==> src/hdl/cocr_map.vh <==
// register offsets, field positions and reset values of the combiner block
`ifndef COCR_MAP_VH
`define COCR_MAP_VH

// register indices; byte address is four times the index
`define COCR_IDX_M3_LSB_BASE 7'h21
`define COCR_IDX_M3_MSB_BASE 7'h22
`define COCR_IDX_I_PWR_BASE  7'h23
`define COCR_IDX_Q_PWR_BASE  7'h24
`define COCR_BLK_STRIDE      7'h08
`define COCR_NUM_BLK         4
`define COCR_IDX_OUT_CFG     7'h40
`define COCR_IDX_GAIN        7'h41
`define COCR_IDX_M4_LSB      7'h42
`define COCR_IDX_M4_MSB      7'h43
`define COCR_IDX_TEST_VALUE  7'h4e
`define COCR_IDX_SIGNATURE   7'h4f

// output test and configuration field positions
`define COCR_CFG_INVERT_BIT  13
`define COCR_CFG_XCLK_BIT    12
`define COCR_CFG_SDIV_HI     11
`define COCR_CFG_SDIV_LO     10
`define COCR_CFG_SEL_HI      9
`define COCR_CFG_SEL_LO      8
`define COCR_CFG_SPARE_BIT   3
`define COCR_CFG_XOR_BIT     2
`define COCR_CFG_SYNC_BIT    1
`define COCR_CFG_LOAD_BIT    0

// output test select encodings
`define COCR_SEL_BYPASS      2'h0
`define COCR_SEL_SIGNATURE   2'h1
`define COCR_SEL_PATTERN     2'h2
`define COCR_SEL_REGVALUE    2'h3

// signature sampling divisors, one per encoding
`define COCR_SDIV_0          4'hc
`define COCR_SDIV_1          4'h9
`define COCR_SDIV_2          4'ha
`define COCR_SDIV_3          4'hb

// reset values
`define COCR_RST_OUT_CFG     16'h0002
`define COCR_RST_GAIN        9'h0ff
`define COCR_LFSR_SEED       15'h7fff
`define COCR_SIG_SEED        16'h0000

// widths
`define COCR_M3_MSB_W        4
`define COCR_M3_W            20
`define COCR_M4_MSB_W        5
`define COCR_M4_W            21
`define COCR_PWR_W           12
`define COCR_GAIN_W          9

`endif

==> src/hdl/cocr_signature.v <==
// signature analyser with selectable sampling divider
`timescale 1ns/1ps
`include "cocr_map.vh"

module cocr_signature
#(
  parameter SIG_W = 16                   // signature width
)
(
  input  wire             core_clk_in,   // data clock
  input  wire             rst_in,        // sync reset, active high
  input  wire             enable_in,     // analyser running
  input  wire [1:0]       div_sel_in,    // sampling divider select
  input  wire [SIG_W-1:0] data_in,       // word to compress
  output reg  [SIG_W-1:0] signature_out  // current signature
);

  reg [3:0] div_cnt_r;                   // sample divider count
  reg [3:0] div_max;                     // divisor minus one
  wire      sample;                      // sampling strike

  // divider select decode
  always @*
  begin
    case (div_sel_in)
      2'h0:    div_max = `COCR_SDIV_0 - 4'h1;
      2'h1:    div_max = `COCR_SDIV_1 - 4'h1;
      2'h2:    div_max = `COCR_SDIV_2 - 4'h1;
      default: div_max = `COCR_SDIV_3 - 4'h1;
    endcase
  end

  // strike when count wraps; >= guards a divisor shrinking mid-count
  assign sample = (div_cnt_r >= div_max);

  // divider and multiple-input shift register
  always @(posedge core_clk_in)
  begin
    if (rst_in || !enable_in)
    begin
      div_cnt_r     <= 4'h0;
      signature_out <= `COCR_SIG_SEED;
    end
    else if (sample)
    begin
      div_cnt_r     <= 4'h0;
      signature_out <= {signature_out[SIG_W-2:0],
                        signature_out[SIG_W-1] ^ signature_out[SIG_W-3]}
                       ^ data_in;
    end
    else
      div_cnt_r <= div_cnt_r + 4'h1;
  end

endmodule

==> src/hdl/cocr_regs.v <==
// combiner output control registers with avalon-mm slave and output stage
// Operation
// - upper block register holds word bits 19:16
// - four upper registers, base 0x022, stride 8
// - I-path twelve-bit power count per block
// - Q-path twelve-bit power count per block
// - complement bit inverts B and D outputs
// - clock-out bit drives data clock over sixteen
// - sampling divider: 12, 9, 10, 11
// - test select: bypass, signature, pattern, value
// - scramble bit modulates outputs with LFSR
// - sync bit starts LFSR on sync event
// - load bit pulses then clears itself
// - combiner gain unsigned, low eight reset ones
// - register 0x042 holds mod4 word low sixteen
// - lower block register holds word bits 15:0
// - separate register holds mod4 bits 20:16
`timescale 1ns/1ps
`include "cocr_map.vh"

module cocr_regs
#(
  parameter DATA_W = 14                        // width of each output port
)
(
  input  wire               core_clk_in,       // data clock, 10 MHz
  input  wire               rst_in,            // sync reset, active high
  // avalon-mm slave, byte addressed
  input  wire [8:0]         avs_address_in,    // byte address
  input  wire               avs_read_in,       // read request
  input  wire               avs_write_in,      // write request
  input  wire [31:0]        avs_writedata_in,  // write data
  input  wire [3:0]         avs_byteenable_in, // byte lanes
  output reg  [31:0]        avs_readdata_out,  // read data
  output wire               avs_waitrequest_out, // stall
  // power monitor counts from the block combiners, 12 bits each
  input  wire [47:0]        i_power_count_in,  // I path, block 1 lowest
  input  wire [47:0]        q_power_count_in,  // Q path, block 1 lowest
  // output datapath
  input  wire               sync_in,           // sync event pulse
  input  wire [DATA_W-1:0]  port_b_in,         // B data from combiner
  input  wire [DATA_W-1:0]  port_d_in,         // D data from combiner
  output reg  [DATA_W-1:0]  port_b_out,        // B output port
  output reg  [DATA_W-1:0]  port_d_out,        // D output port
  // active oscillator words and gain
  output reg  [79:0]        mod3_freq_word_out, // 4 x 20, block 1 lowest
  output reg  [20:0]        mod4_freq_word_out, // modulator-4 word
  output reg                freq_word_load_out, // one-cycle load strobe
  output wire [8:0]         combiner_gain_out   // 128-channel gain
);

  localparam NB = `COCR_NUM_BLK;               // block count

  // register storage
  reg  [15:0] m3_lsb_r [0:NB-1];               // staged mod3 low parts
  reg  [3:0]  m3_msb_r [0:NB-1];               // staged mod3 high parts
  reg  [11:0] i_pwr_r  [0:NB-1];               // captured I counts
  reg  [11:0] q_pwr_r  [0:NB-1];               // captured Q counts
  reg  [15:0] out_cfg_r;                       // output test config
  reg  [8:0]  gain_r;                          // combiner gain
  reg  [15:0] m4_lsb_r;                        // staged mod4 low part
  reg  [4:0]  m4_msb_r;                        // staged mod4 high part
  reg  [15:0] test_value_r;                    // value for select 11
  reg         ack_r;                           // answer phase flag

  // output path state
  reg  [14:0] lfsr_r;                          // scramble generator
  reg         synced_r;                        // sync seen since enable
  reg  [3:0]  clk_div_r;                       // divide-by-sixteen count
  reg         toggle_r;                        // data/clock pattern bit
  wire [15:0] signature;                       // analyser state

  // bus decode
  wire [6:0]  idx = avs_address_in[8:2];       // register index
  wire        req = avs_read_in | avs_write_in; // any request
  wire        wr_go = avs_write_in & ack_r;    // write commit edge
  integer     k;                               // loop index, register writes
  integer     kp;                              // loop index, power counts
  integer     kr;                              // loop index, read mux
  integer     kw;                              // loop index, word transfer

  // config fields
  wire        cfg_invert = out_cfg_r[`COCR_CFG_INVERT_BIT];
  wire        cfg_xclk   = out_cfg_r[`COCR_CFG_XCLK_BIT];
  wire [1:0]  cfg_sdiv   = out_cfg_r[`COCR_CFG_SDIV_HI:`COCR_CFG_SDIV_LO];
  wire [1:0]  cfg_sel    = out_cfg_r[`COCR_CFG_SEL_HI:`COCR_CFG_SEL_LO];
  wire        cfg_xor    = out_cfg_r[`COCR_CFG_XOR_BIT];
  wire        cfg_sync   = out_cfg_r[`COCR_CFG_SYNC_BIT];
  wire        cfg_load   = out_cfg_r[`COCR_CFG_LOAD_BIT];

  // true when idx addresses the per-block register base of block b
  function blk_hit;
    input [6:0] a;
    input [6:0] base;
    input integer b;
    begin
      blk_hit = (a == base + b[6:0] * `COCR_BLK_STRIDE);
    end
  endfunction

  // byte-lane merge for a 16-bit register image
  function [15:0] lane_merge;
    input [15:0] old;
    input [15:0] nw;
    input [1:0]  be;
    begin
      lane_merge = {be[1] ? nw[15:8] : old[15:8],
                    be[0] ? nw[7:0]  : old[7:0]};
    end
  endfunction

  // one wait cycle then answer; read data is ready by then
  assign avs_waitrequest_out = req & ~ack_r;

  // answer phase: set on the first cycle of a request, then drop
  always @(posedge core_clk_in)
  begin
    if (rst_in)
      ack_r <= 1'b0;
    else
      ack_r <= req & ~ack_r;
  end

  // software-written registers
  always @(posedge core_clk_in)
  begin
    if (rst_in)
    begin
      for (k = 0; k < NB; k = k + 1)
      begin
        m3_lsb_r[k] <= 16'h0000;
        m3_msb_r[k] <= 4'h0;
      end
      out_cfg_r    <= `COCR_RST_OUT_CFG;
      gain_r       <= `COCR_RST_GAIN;
      m4_lsb_r     <= 16'h0000;
      m4_msb_r     <= 5'h00;
      test_value_r <= 16'h0000;
    end
    else
    begin
      // load bit drops one cycle after it was written
      if (cfg_load)
        out_cfg_r[`COCR_CFG_LOAD_BIT] <= 1'b0;
      if (wr_go)
      begin
        for (k = 0; k < NB; k = k + 1)
        begin
          if (blk_hit(idx, `COCR_IDX_M3_LSB_BASE, k))
            m3_lsb_r[k] <= lane_merge(m3_lsb_r[k],
                             avs_writedata_in[15:0], avs_byteenable_in[1:0]);
          if (blk_hit(idx, `COCR_IDX_M3_MSB_BASE, k) && avs_byteenable_in[0])
            m3_msb_r[k] <= avs_writedata_in[3:0];
        end
        // power count offsets fall through: no storage to write
        case (idx)
          `COCR_IDX_OUT_CFG:
            out_cfg_r <= lane_merge(out_cfg_r, avs_writedata_in[15:0],
                                    avs_byteenable_in[1:0]) &
                         16'h3f0f;                 // reserved bits stay 0
          `COCR_IDX_GAIN:
          begin
            if (avs_byteenable_in[0])
              gain_r[7:0] <= avs_writedata_in[7:0];
            if (avs_byteenable_in[1])
              gain_r[8] <= avs_writedata_in[8];
          end
          `COCR_IDX_M4_LSB:
            m4_lsb_r <= lane_merge(m4_lsb_r, avs_writedata_in[15:0],
                                   avs_byteenable_in[1:0]);
          `COCR_IDX_M4_MSB:
            if (avs_byteenable_in[0])
              m4_msb_r <= avs_writedata_in[4:0];
          `COCR_IDX_TEST_VALUE:
            test_value_r <= lane_merge(test_value_r, avs_writedata_in[15:0],
                                       avs_byteenable_in[1:0]);
          default:
            test_value_r <= test_value_r;           // unmapped: ignored
        endcase
      end
    end
  end

  // power counts sampled every cycle; software only ever reads them
  always @(posedge core_clk_in)
  begin
    for (kp = 0; kp < NB; kp = kp + 1)
    begin
      if (rst_in)
      begin
        i_pwr_r[kp] <= 12'h000;
        q_pwr_r[kp] <= 12'h000;
      end
      else
      begin
        i_pwr_r[kp] <= i_power_count_in[kp*12 +: 12];
        q_pwr_r[kp] <= q_power_count_in[kp*12 +: 12];
      end
    end
  end

  // read mux, captured on the first request cycle and held for the answer
  always @(posedge core_clk_in)
  begin
    if (rst_in)
      avs_readdata_out <= 32'h0000_0000;
    else if (avs_read_in && !ack_r)
    begin
      // unmapped reads zero; per-block hits below override the default
      case (idx)
        `COCR_IDX_OUT_CFG:    avs_readdata_out <= {16'h0000, out_cfg_r};
        `COCR_IDX_GAIN:       avs_readdata_out <= {23'h000000, gain_r};
        `COCR_IDX_M4_LSB:     avs_readdata_out <= {16'h0000, m4_lsb_r};
        `COCR_IDX_M4_MSB:     avs_readdata_out <= {27'h0000000, m4_msb_r};
        `COCR_IDX_TEST_VALUE: avs_readdata_out <= {16'h0000, test_value_r};
        `COCR_IDX_SIGNATURE:  avs_readdata_out <= {16'h0000, signature};
        default:              avs_readdata_out <= 32'h0000_0000;
      endcase
      for (kr = 0; kr < NB; kr = kr + 1)
      begin
        if (blk_hit(idx, `COCR_IDX_M3_LSB_BASE, kr))
          avs_readdata_out <= {16'h0000, m3_lsb_r[kr]};
        if (blk_hit(idx, `COCR_IDX_M3_MSB_BASE, kr))
          avs_readdata_out <= {28'h0000000, m3_msb_r[kr]};
        if (blk_hit(idx, `COCR_IDX_I_PWR_BASE, kr))
          avs_readdata_out <= {20'h00000, i_pwr_r[kr]};
        if (blk_hit(idx, `COCR_IDX_Q_PWR_BASE, kr))
          avs_readdata_out <= {20'h00000, q_pwr_r[kr]};
      end
    end
  end

  assign combiner_gain_out = gain_r;           // unsigned gain

  // active words: all parts move together on the load pulse, so the
  // oscillators never see a half-written word
  always @(posedge core_clk_in)
  begin
    if (rst_in)
    begin
      mod3_freq_word_out <= 80'h0;
      mod4_freq_word_out <= 21'h000000;
      freq_word_load_out <= 1'b0;
    end
    else
    begin
      freq_word_load_out <= cfg_load;
      if (cfg_load)
      begin
        for (kw = 0; kw < NB; kw = kw + 1)
          mod3_freq_word_out[kw*20 +: 20] <=
            {m3_msb_r[kw], m3_lsb_r[kw]};
        mod4_freq_word_out <= {m4_msb_r, m4_lsb_r};
      end
    end
  end

  // scramble generator, x^15 + x^14 + 1; sync restarts it from seed
  always @(posedge core_clk_in)
  begin
    if (rst_in || !cfg_xor)
    begin
      lfsr_r   <= `COCR_LFSR_SEED;
      synced_r <= 1'b0;
    end
    else if (cfg_sync && sync_in)
    begin
      lfsr_r   <= `COCR_LFSR_SEED;
      synced_r <= 1'b1;
    end
    else
      lfsr_r <= {lfsr_r[13:0], lfsr_r[14] ^ lfsr_r[13]};
  end

  // free-running divider for the clock-out path and the test toggle
  always @(posedge core_clk_in)
  begin
    if (rst_in)
    begin
      clk_div_r <= 4'h0;
      toggle_r  <= 1'b0;
    end
    else
    begin
      clk_div_r <= clk_div_r + 4'h1;           // msb is clock / 16
      toggle_r  <= ~toggle_r;
    end
  end

  // signature analyser sees both ports, folded to sixteen bits
  cocr_signature #(
    .SIG_W         (16)
  ) u_sig (
    .core_clk_in   (core_clk_in),
    .rst_in        (rst_in),
    .enable_in     (cfg_sel == `COCR_SEL_SIGNATURE),
    .div_sel_in    (cfg_sdiv),
    .data_in       ({2'h0, port_b_in} ^ {port_d_in, 2'h0}),
    .signature_out (signature)
  );

  // xor mask: clock-out overrides scramble; scramble waits for sync
  // when the sync bit is set, so the far end can align its descrambler
  reg              scr_on;                     // scramble active
  reg [DATA_W-1:0] mask;                       // xor mask
  reg [DATA_W-1:0] b_sel;                      // B before invert
  reg [DATA_W-1:0] d_sel;                      // D before invert
  always @*
  begin
    scr_on = cfg_xor && (!cfg_sync || synced_r);
    if (cfg_xclk)
      mask = {DATA_W{clk_div_r[3]}};
    else if (scr_on)
      mask = {DATA_W{lfsr_r[0]}} ^ lfsr_r[DATA_W-1:0];
    else
      mask = {DATA_W{1'b0}};
    case (cfg_sel)
      `COCR_SEL_BYPASS:
      begin
        b_sel = port_b_in;
        d_sel = port_d_in;
      end
      `COCR_SEL_SIGNATURE:
      begin
        b_sel = signature[DATA_W-1:0];
        d_sel = signature[15:16-DATA_W];
      end
      `COCR_SEL_PATTERN:
      begin
        b_sel = {DATA_W{toggle_r}};
        d_sel = {DATA_W{~toggle_r}};
      end
      default:
      begin
        b_sel = test_value_r[DATA_W-1:0];
        d_sel = test_value_r[DATA_W-1:0];
      end
    endcase
  end

  // output registers: mask, then optional complement of B and D
  always @(posedge core_clk_in)
  begin
    if (rst_in)
    begin
      port_b_out <= {DATA_W{1'b0}};
      port_d_out <= {DATA_W{1'b0}};
    end
    else if (cfg_invert)
    begin
      port_b_out <= ~(b_sel ^ mask);
      port_d_out <= ~(d_sel ^ mask);
    end
    else
    begin
      port_b_out <= b_sel ^ mask;
      port_d_out <= d_sel ^ mask;
    end
  end

endmodule

==> config.mk <==
export PLATFORM = sky130hd
export DESIGN_NAME = cocr_regs
export DESIGN_NICKNAME = d
export VERILOG_FILES = /design/src/hdl/cocr_signature.v /design/src/hdl/cocr_regs.v
export VERILOG_INCLUDE_DIRS = /design/src /design/src/hdl
export SDC_FILE = /design/constraint.sdc
export NUM_CORES = 1
export LEC_CHECK = 0
export ABC_CLOCK_PERIOD_IN_PS = 2280
export BUFFER_PORTS_ARGS = -buffer_cell sky130_fd_sc_hd__buf_2
export CAP_MARGIN = 20
export CORE_MARGIN = 4
export CORE_UTILIZATION = 41
export DETAILED_ROUTE_END_ITERATION = 16
export PLACE_DENSITY_LB_ADDON = 0.15
export SLEW_MARGIN = 0
export SYNTH_ARGS = -nofsm -noshare
export SYNTH_HDL_FRONTEND = slang
export SYNTH_SLANG_ARGS = --single-unit
==> constraint.sdc <==
create_clock -name core_clk_in -period 2.28 [get_ports core_clk_in]
set_clock_uncertainty 0.1 [all_clocks]
set_input_delay 0.456 -clock core_clk_in [delete_from_list [all_inputs] [get_ports core_clk_in]]
set_output_delay 0.456 -clock core_clk_in [all_outputs]
set_load 0.05 [all_outputs]
### After elaboration in Yosys (flattened, before gate mapping)

Memories as Yosys holds them, arrays and structs flattened.
Index checks and enable logic that the tools add are counted.

| cells by class | value |
|---|---|
| add/sub/neg operators | 2 |
| reduce and logical (&&, ||, !) cells | 28 |
| equal/unequal tests | 26 |
| mux-type cells | 83 |
| bitwise logic cells | 32 |
| order comparisons | 1 |

Operators with widths:

| kind | number |
|---|---|
| $mux W32 | 16 |
| $eq A7 B6 Y1 const B | 16 |
| $mux W12 | 8 |
| $pmux W16 S6 | 1 |
| $pmux W14 S3 | 2 |
| $mux W16 | 4 |
| $mux W8 | 8 |
| $mux W14 | 4 |
| $eq A7 B7 Y1 const B | 6 |
| $xor A14 B14 Y14 | 3 |
| $mux W1 | 35 |
| $not A14 Y14 | 2 |
| $reduce_and A3 Y1 | 9 |
| $or A1 B1 Y1 | 17 |
| $mux W4 | 4 |
| $xor A14 B16 Y16 | 1 |
| $xor A16 B16 Y16 | 1 |
| $add A4 B1 Y4 const B | 2 |
| $logic_and A1 B1 Y1 | 7 |
| $pmux W2 S3 | 1 |
| $eq A2 B1 Y1 const B | 2 |
| $eq A2 B2 Y1 const B | 2 |
| $ge A4 B4 Y1 | 1 |
| $logic_not A1 Y1 | 4 |
| other kinds (7) | 16 |

| storage, ports and cells | value |
|---|---|
| memory bits (writable) | 176 |
| memories | 4 |
| register bits after elaboration | 260 |
| bits of input ports | 174 |
| word-level logic and storage cells | 199 |
| output and inout bits | 172 |

Memory list:

| name | words | bits a word | rd ports | clocked after Yosys merged registers in | write ports | RTL line | text |
|---|---|---|---|---|---|---|---|
| m3_lsb_r | 4 | 16 | 4 | 0 | 4 | cocr_regs.v:55 | `reg [15:0] m3_lsb_r [0:NB-1];` |
| i_pwr_r | 4 | 12 | 4 | 0 | 4 | cocr_regs.v:57 | `reg [11:0] i_pwr_r [0:NB-1];` |
| q_pwr_r | 4 | 12 | 4 | 0 | 4 | cocr_regs.v:58 | `reg [11:0] q_pwr_r [0:NB-1];` |
| m3_msb_r | 4 | 4 | 4 | 0 | 4 | cocr_regs.v:56 | `reg [3:0] m3_msb_r [0:NB-1];` |

### Logic depth before layout (Yosys ltp)

| depth | value |
|---|---|
| depth in word-level cells | 18 |
| gate-level depth with buffers | 11 |
| gate-level depth less buffers | 10 |

### Modules after synthesis

A second synthesis with hierarchy kept.

| unflattened totals | value |
|---|---|
| cells, all modules | 1,882 |
| area total of the unflattened synthesis | 18,552.8 µm² |

Modules (own cells, without submodules):

| module | times used | seq. area each (µm²) | cells each | area each (µm²) |
|---|---|---|---|---|
| cocr_regs | 1 | 8,808.4 | 1,780 | 17,478.0 |
| cocr_signature | 1 | 400.4 | 102 | 1,074.8 |

### Worst setup path after synthesis

OpenSTA, ideal clock, no wires.

| timing | value |
|---|---|
| path kind | input -> register |
| start point | input avs_address_in[7] |
| end point | memory m3_lsb_r[3][0], enable pin |
| stages on the path | 6 |
| arrival time | 1.914 ns |
| setup time | 0.384 ns |
| slack | -0.118 ns |
| required time | 1.796 ns |
| path buffers | 3 |
| path through | buf_2 > and3b_1 > clkbuf_1 > nand2_1 > buf_2 > o21ai_0 |

RTL lines:

| what | RTL line | text |
|---|---|---|
| from (decl) | cocr_regs.v:29 | `input wire [8:0] avs_address_in,` |
| to (decl) | cocr_regs.v:55 |  |

### Worst setup path after layout

| timing | value |
|---|---|
| start point | register out_cfg_r[11] |
| end point | register u_sig.signature_out[5] |

| on the way | value |
|---|---|
| word-level cells in the longest chain between the ends | 3 |
| elaborated cells between the ends (all ways) | 5 |
| classes of those cells | 1 x order compare; 2 x eq/ne; 1 x mux; 1 x reduce/logical |

RTL lines:

| what | RTL line | text |
|---|---|---|
| from (decl) | cocr_regs.v:59 | `reg [15:0] out_cfg_r;` |
| from (signal assigned) | cocr_regs.v:134 | `` out_cfg_r <= `COCR_RST_OUT_CFG; `` |
| from (signal assigned) | cocr_regs.v:158 | `out_cfg_r <= lane_merge(out_cfg_r, avs_writedata_in[15:0],` |
| $eq A2 B2 Y1 (tied with other cells) | cocr_signature.v:25 | `case (div_sel_in)` |
| $pmux W2 S3 * | cocr_signature.v:25 |  |
| $ge A4 B4 Y1 * | cocr_signature.v:34 | `assign sample = (div_cnt_r >= div_max);` |
| to (signal assigned) | cocr_signature.v:42 | `` signature_out <= `COCR_SIG_SEED; `` |
| to (signal assigned) | cocr_signature.v:47 | `signature_out <= {signature_out[SIG_W-2:0],` |
| to (decl) | cocr_signature.v:15 | `output reg [SIG_W-1:0] signature_out` |

Every way passes the cells marked *; elsewhere a longest branch is shown, timed or not.
A chain may end at the register's enable or synchronous reset.

==> run_results.csv <==
group,metric,value,unit
final_layout,syn_to_final_growth,31.1,%
synth,yosys-top-cells-count,"340 x dfxtp_1, 249 x nor2_1, 151 x mux2i_1",
critical_path,worstPathCellList,"inv_2 > ha_2 > or2_4 > ha_4 > nand2b_4 > a211o_1 > nand2_4 > buf_6 > buf_16 > nor2_2 > a21oi_1 > nor2_1",
sta,period_minus_slack,2.25,ns
global_routing,grtUsageMet2,44.3,%
synth,yosys.area.top_type,"dfxtp_1",
synth,synthArstFlopShare,0,%
die,ioPinCount,346,
global_routing,antenna_found_initial,4,
run,maxCapViolations,0,
sta,hold_ws,0.0166,ns
synth,yosys-mux-area-fraction,8.25,%
final_layout,post-route-cell-area,24200,sq um
sta,rsz0062_at_grt,"true",
sta,tightest_slew,0.628,ns
critical_path,worst_path_max_delay_cell,"dfxtp_4",
die,start_util,41.6,%
synth,synth_top_family_by_area,"simple AND/OR/NAND/NOR gates",
critical_path,reg2reg_depth,12,
critical_path,cp-start-kind,"flip-flop",
synth,ys_ff_latch,420,
critical_path,crit_path_max_fanout,8,
place,port_buffers,309,
power_and_ir_drop,ir_drop,0.000510,V
global_routing,use_met3,6.08,%
power_and_ir_drop,power,0.0172,W
synth,syn_area,18500,sq um
place,gp_congestion,0.953,
final_layout,postLayoutCoreUtil,54.5,%
synth,synth_top_area_share,36.9,%
drt,first_iter_violations,1376,
sta,timing_hold_violations_final,0,
global_routing,grt_usage,28.3,%
synth,synth_ff_type,"dfxtp_1",
critical_path,r2r_start,"out_cfg_r[11]$_SDFFE_PP0P_",
critical_path,crit_family,"simple AND/OR/NAND/NOR gates",
synth,yosysSeqAreaShare,49.9,%
global_routing,grt_overflow,0,
place,dp_slack,-0.420,ns
cts,clock_sinks,420,
die,row_count,77,
die,die_x,220,um
critical_path,crit_buf_inv,3,
die,fp.coreArea,44400,sq um
drt,routed_via_density,5.35,
drt,drtAntennaViolNets,0,
cts,root_buffer,"clkbuf_16",
cts,clkLatencyLatePin,0.59,ns
sta,finalWorstSetupSlack,0.0337,ns
sta,fin_crit_sh,98.5,%
drt,wirelength,70.8,mm
drt,remaining_drc_errors,0,
global_routing,grt_busiest_layer,"met2",
place,place_area,21900,sq um
global_routing,grt_pass1_wl,101,mm
sta,setup_viol,0,
sta,maxSlewViolCount,0,
sta,max_freq,445,MHz
critical_path,crit_required,2.63,ns
worst_hold_path,hold_path_end,"i_pwr_r[2][6]$_SDFF_PP0_",
critical_path,cp_slowest_stage_delay,0.37,ns
final_layout,nNetsFinal,2549,
final_layout,n_fill_cell,4096,
worst_hold_path,holdCritPathClass,"primary input to flip-flop",
global_routing,grt_max_degree,98,
synth,syn_avg_cell_area,9.81,sq um
critical_path,regToRegEndpoint,"u_sig.signature_out[5]$_SDFFE_PP0P_",
place,dp_hpwl,52.8,mm
cts,cts-htree-levels,2,
final_layout,drive_above_1_share,27.8,%
die,die_area,48500,sq um
synth,synth-compound-area-share,13.7,%
cts,clkSlewWorstSetupHoldPaths,0.06,ns
synth,synth_fa_ha_area_share,0.407,%
cts,clock_path_buffers,3,
drt,drtPass1Iterations,7,
power_and_ir_drop,p_per_area,712,nW/um^2
cts,tritoncts,"built",
drt,wl_per_cell,23.6,um
critical_path,crit_type,"flip-flop to flip-flop",
outcome,status,"completed",
critical_path,endpoint_kind,"flip-flop",
power_and_ir_drop,p_leak,9.82,nW
cts,cts_made_buffers,45,
synth,yosys.cell_count.top_type,"dfxtp_1",
drt,vias,16042,
die,die_y,220,um
synth,postSynthCellCount,1883,
synth,synth_area_leaders,"dfxtp_1 37%, edfxtp_1 13%, mux2i_1 8.2%, nor2_1 5.1%, nor2b_1 3.7%",
worst_hold_path,hold_path_startpoint,"i_power_count_in[30]",
critical_path,rrSetupSlack,0.03,ns
global_routing,first_global_vias,15724,
worst_hold_path,hold_depth,2,
synth,synthXorXnorAreaFrac,4.22,%
global_routing,use_met1,38.9,%
synth,ys_warn_count,0,
synth,ys_types,80,
synth,synth_edf_count,80,
critical_path,cp_data_arrival_time,2.60,ns
synth,synthSimpleGateAreaFrac,19.1,%
sta,slew_headroom,58.1,%
==> cell families after synthesis <==
kind of cell / after synthesis
AO/OA/AOI/OAI: 382
AND/OR/NAND/NOR: 666
flip-flops: 420
adder cells (fa/ha/maj): 6
other: 1
multiplexers: 152
XOR/XNOR: 89
buffers and inverters: 167
==> where the power goes <==
part / internal [W] / switching [W]
Clock: 0.00469 / 0.00311
Sequential: 0.00774 / 0.000139
Combinational: 0.000594 / 0.000958
Total: 0.0130 / 0.00421
==> layout make-up <==
| type | instances | area (sq um) | share of cell area (%) |
|---|---|---|---|
| Inverter | 10 | 37.5 | 0.155 |
| Clock buffer | 66 | 1390 | 5.74 |
| Multi-Input combinational cell | 1311 | 8590 | 35.5 |
| Tap cell | 592 | 741 | 3.06 |
| Sequential cell | 420 | 9220 | 38.1 |
| Timing Repair Buffer | 581 | 4040 | 16.7 |
| Clock inverter | 18 | 203 | 0.837 |
| Antenna cell | 1 | 2.50 | 0.0103 |
==> layout by cell type, fill, tap and decap left out, types with 33 or more instances in the layout <==
| cell type | Yosys | layout |
|---|---|---|
| a21oi_1 | 83 | 76 |
| and2_1 | 82 | 82 |
| buf_2 | 35 | 308 |
| buf_4 | 22 | 194 |
| clkbuf_16 | 0 | 48 |
| dfxtp_1 | 340 | 336 |
| dlygate4sd3_1 | 0 | 54 |
| edfxtp_1 | 80 | 80 |
| mux2i_1 | 151 | 151 |
| nand2_1 | 65 | 64 |
| nand2b_1 | 34 | 33 |
| nand3_1 | 33 | 33 |
| nor2_1 | 249 | 248 |
| nor2b_1 | 109 | 109 |
| o211ai_1 | 41 | 41 |
| o21ai_0 | 106 | 101 |
| xnor2_1 | 59 | 59 |
==> state kept, by name (all words and copies together) (netlist names) <==
signal / flops
m3_msb_r: 16
mod4_freq_word_out: 21
toggle_r: 1
out_cfg_r: 10
freq_word_load_out: 1
combiner_gain_out: 9
mod3_freq_word_out: 80
q_pwr_r: 48
m4_lsb_r: 16
clk_div_r: 4
i_pwr_r: 48
synced_r: 1
lfsr_r: 15
port_b_out: 14
u_sig.signature_out: 16
m3_lsb_r: 64
port_d_out: 14
avs_readdata_out: 16
test_value_r: 16
m4_msb_r: 5
ack_r: 1
u_sig.div_cnt_r: 4
==> how the worst max path moves through the flow <==
| stage | end | start | depth (start not counted) | slack [ns] |
|---|---|---|---|---|
| 2_1_floorplan | m3_lsb_r[3][0]$_SDFFCE_PN0P_ | avs_address_in[7] | 6 | -0.12 |
| 3_3_place_gp | avs_readdata_out[0]$_SDFFE_PP0P_ | avs_address_in[4] | 11 | -0.43 |
| 3_5_place_dp | avs_readdata_out[0]$_SDFFE_PP0P_ | avs_address_in[4] | 11 | -0.42 |
| 4_1_cts | avs_readdata_out[8]$_SDFFE_PP0P_ | m3_lsb_r[0][8]$_SDFFCE_PN0P_ | 7 | 0.002 |
| 5_1_grt | u_sig.signature_out[5]$_SDFFE_PP0P_ | out_cfg_r[10]$_SDFFE_PP0P_ | 12 | -0.04 |
| 6_report | u_sig.signature_out[5]$_SDFFE_PP0P_ | out_cfg_r[11]$_SDFFE_PP0P_ | 12 | 0.03 |
==> per-layer routing <==
| layer | wire (um) | vias to the layer above |
|---|---|---|
| met2 | 31900 | 627 |
| met4 | 2610 | 0 |
| met5 | 0 | - |
| met3 | 5470 | 131 |
| li1 | - | 7547 |
| met1 | 30900 | 7737 |
==> per-stage QoR <==
step / setup TNS (ns) / cells
floorplan: -1.94 / 1898
global placement: -16.73 / 2853
detailed placement: -22.10 / 2853
CTS: 0 / 2999
global route: -0.0722 / 2998
finish: 0 / 2999
==> worst reg2reg max path, stage by stage, from the launching register on <==
cell and delay (ns):
dfxtp_4 0.37, inv_2 0.04, ha_2 0.15, or2_4 0.23
ha_4 0.21, nand2b_4 0.13, a211o_1 0.29, nand2_4 0.12
buf_6 0.14, buf_16 0.13, nor2_2 0.04, a21oi_1 0.12
nor2_1 0.06
==> what timing repair did <==
item,CTS,global route
cloned,3,0
resized for setup,15,13
setup buffers,5,0
hold endpoints to repair,54,0
hold buffers,54,0
pin swaps,2,1
endpoints found under the setup margin,16,17
Note: power is estimated with default switching activity, not from simulation.
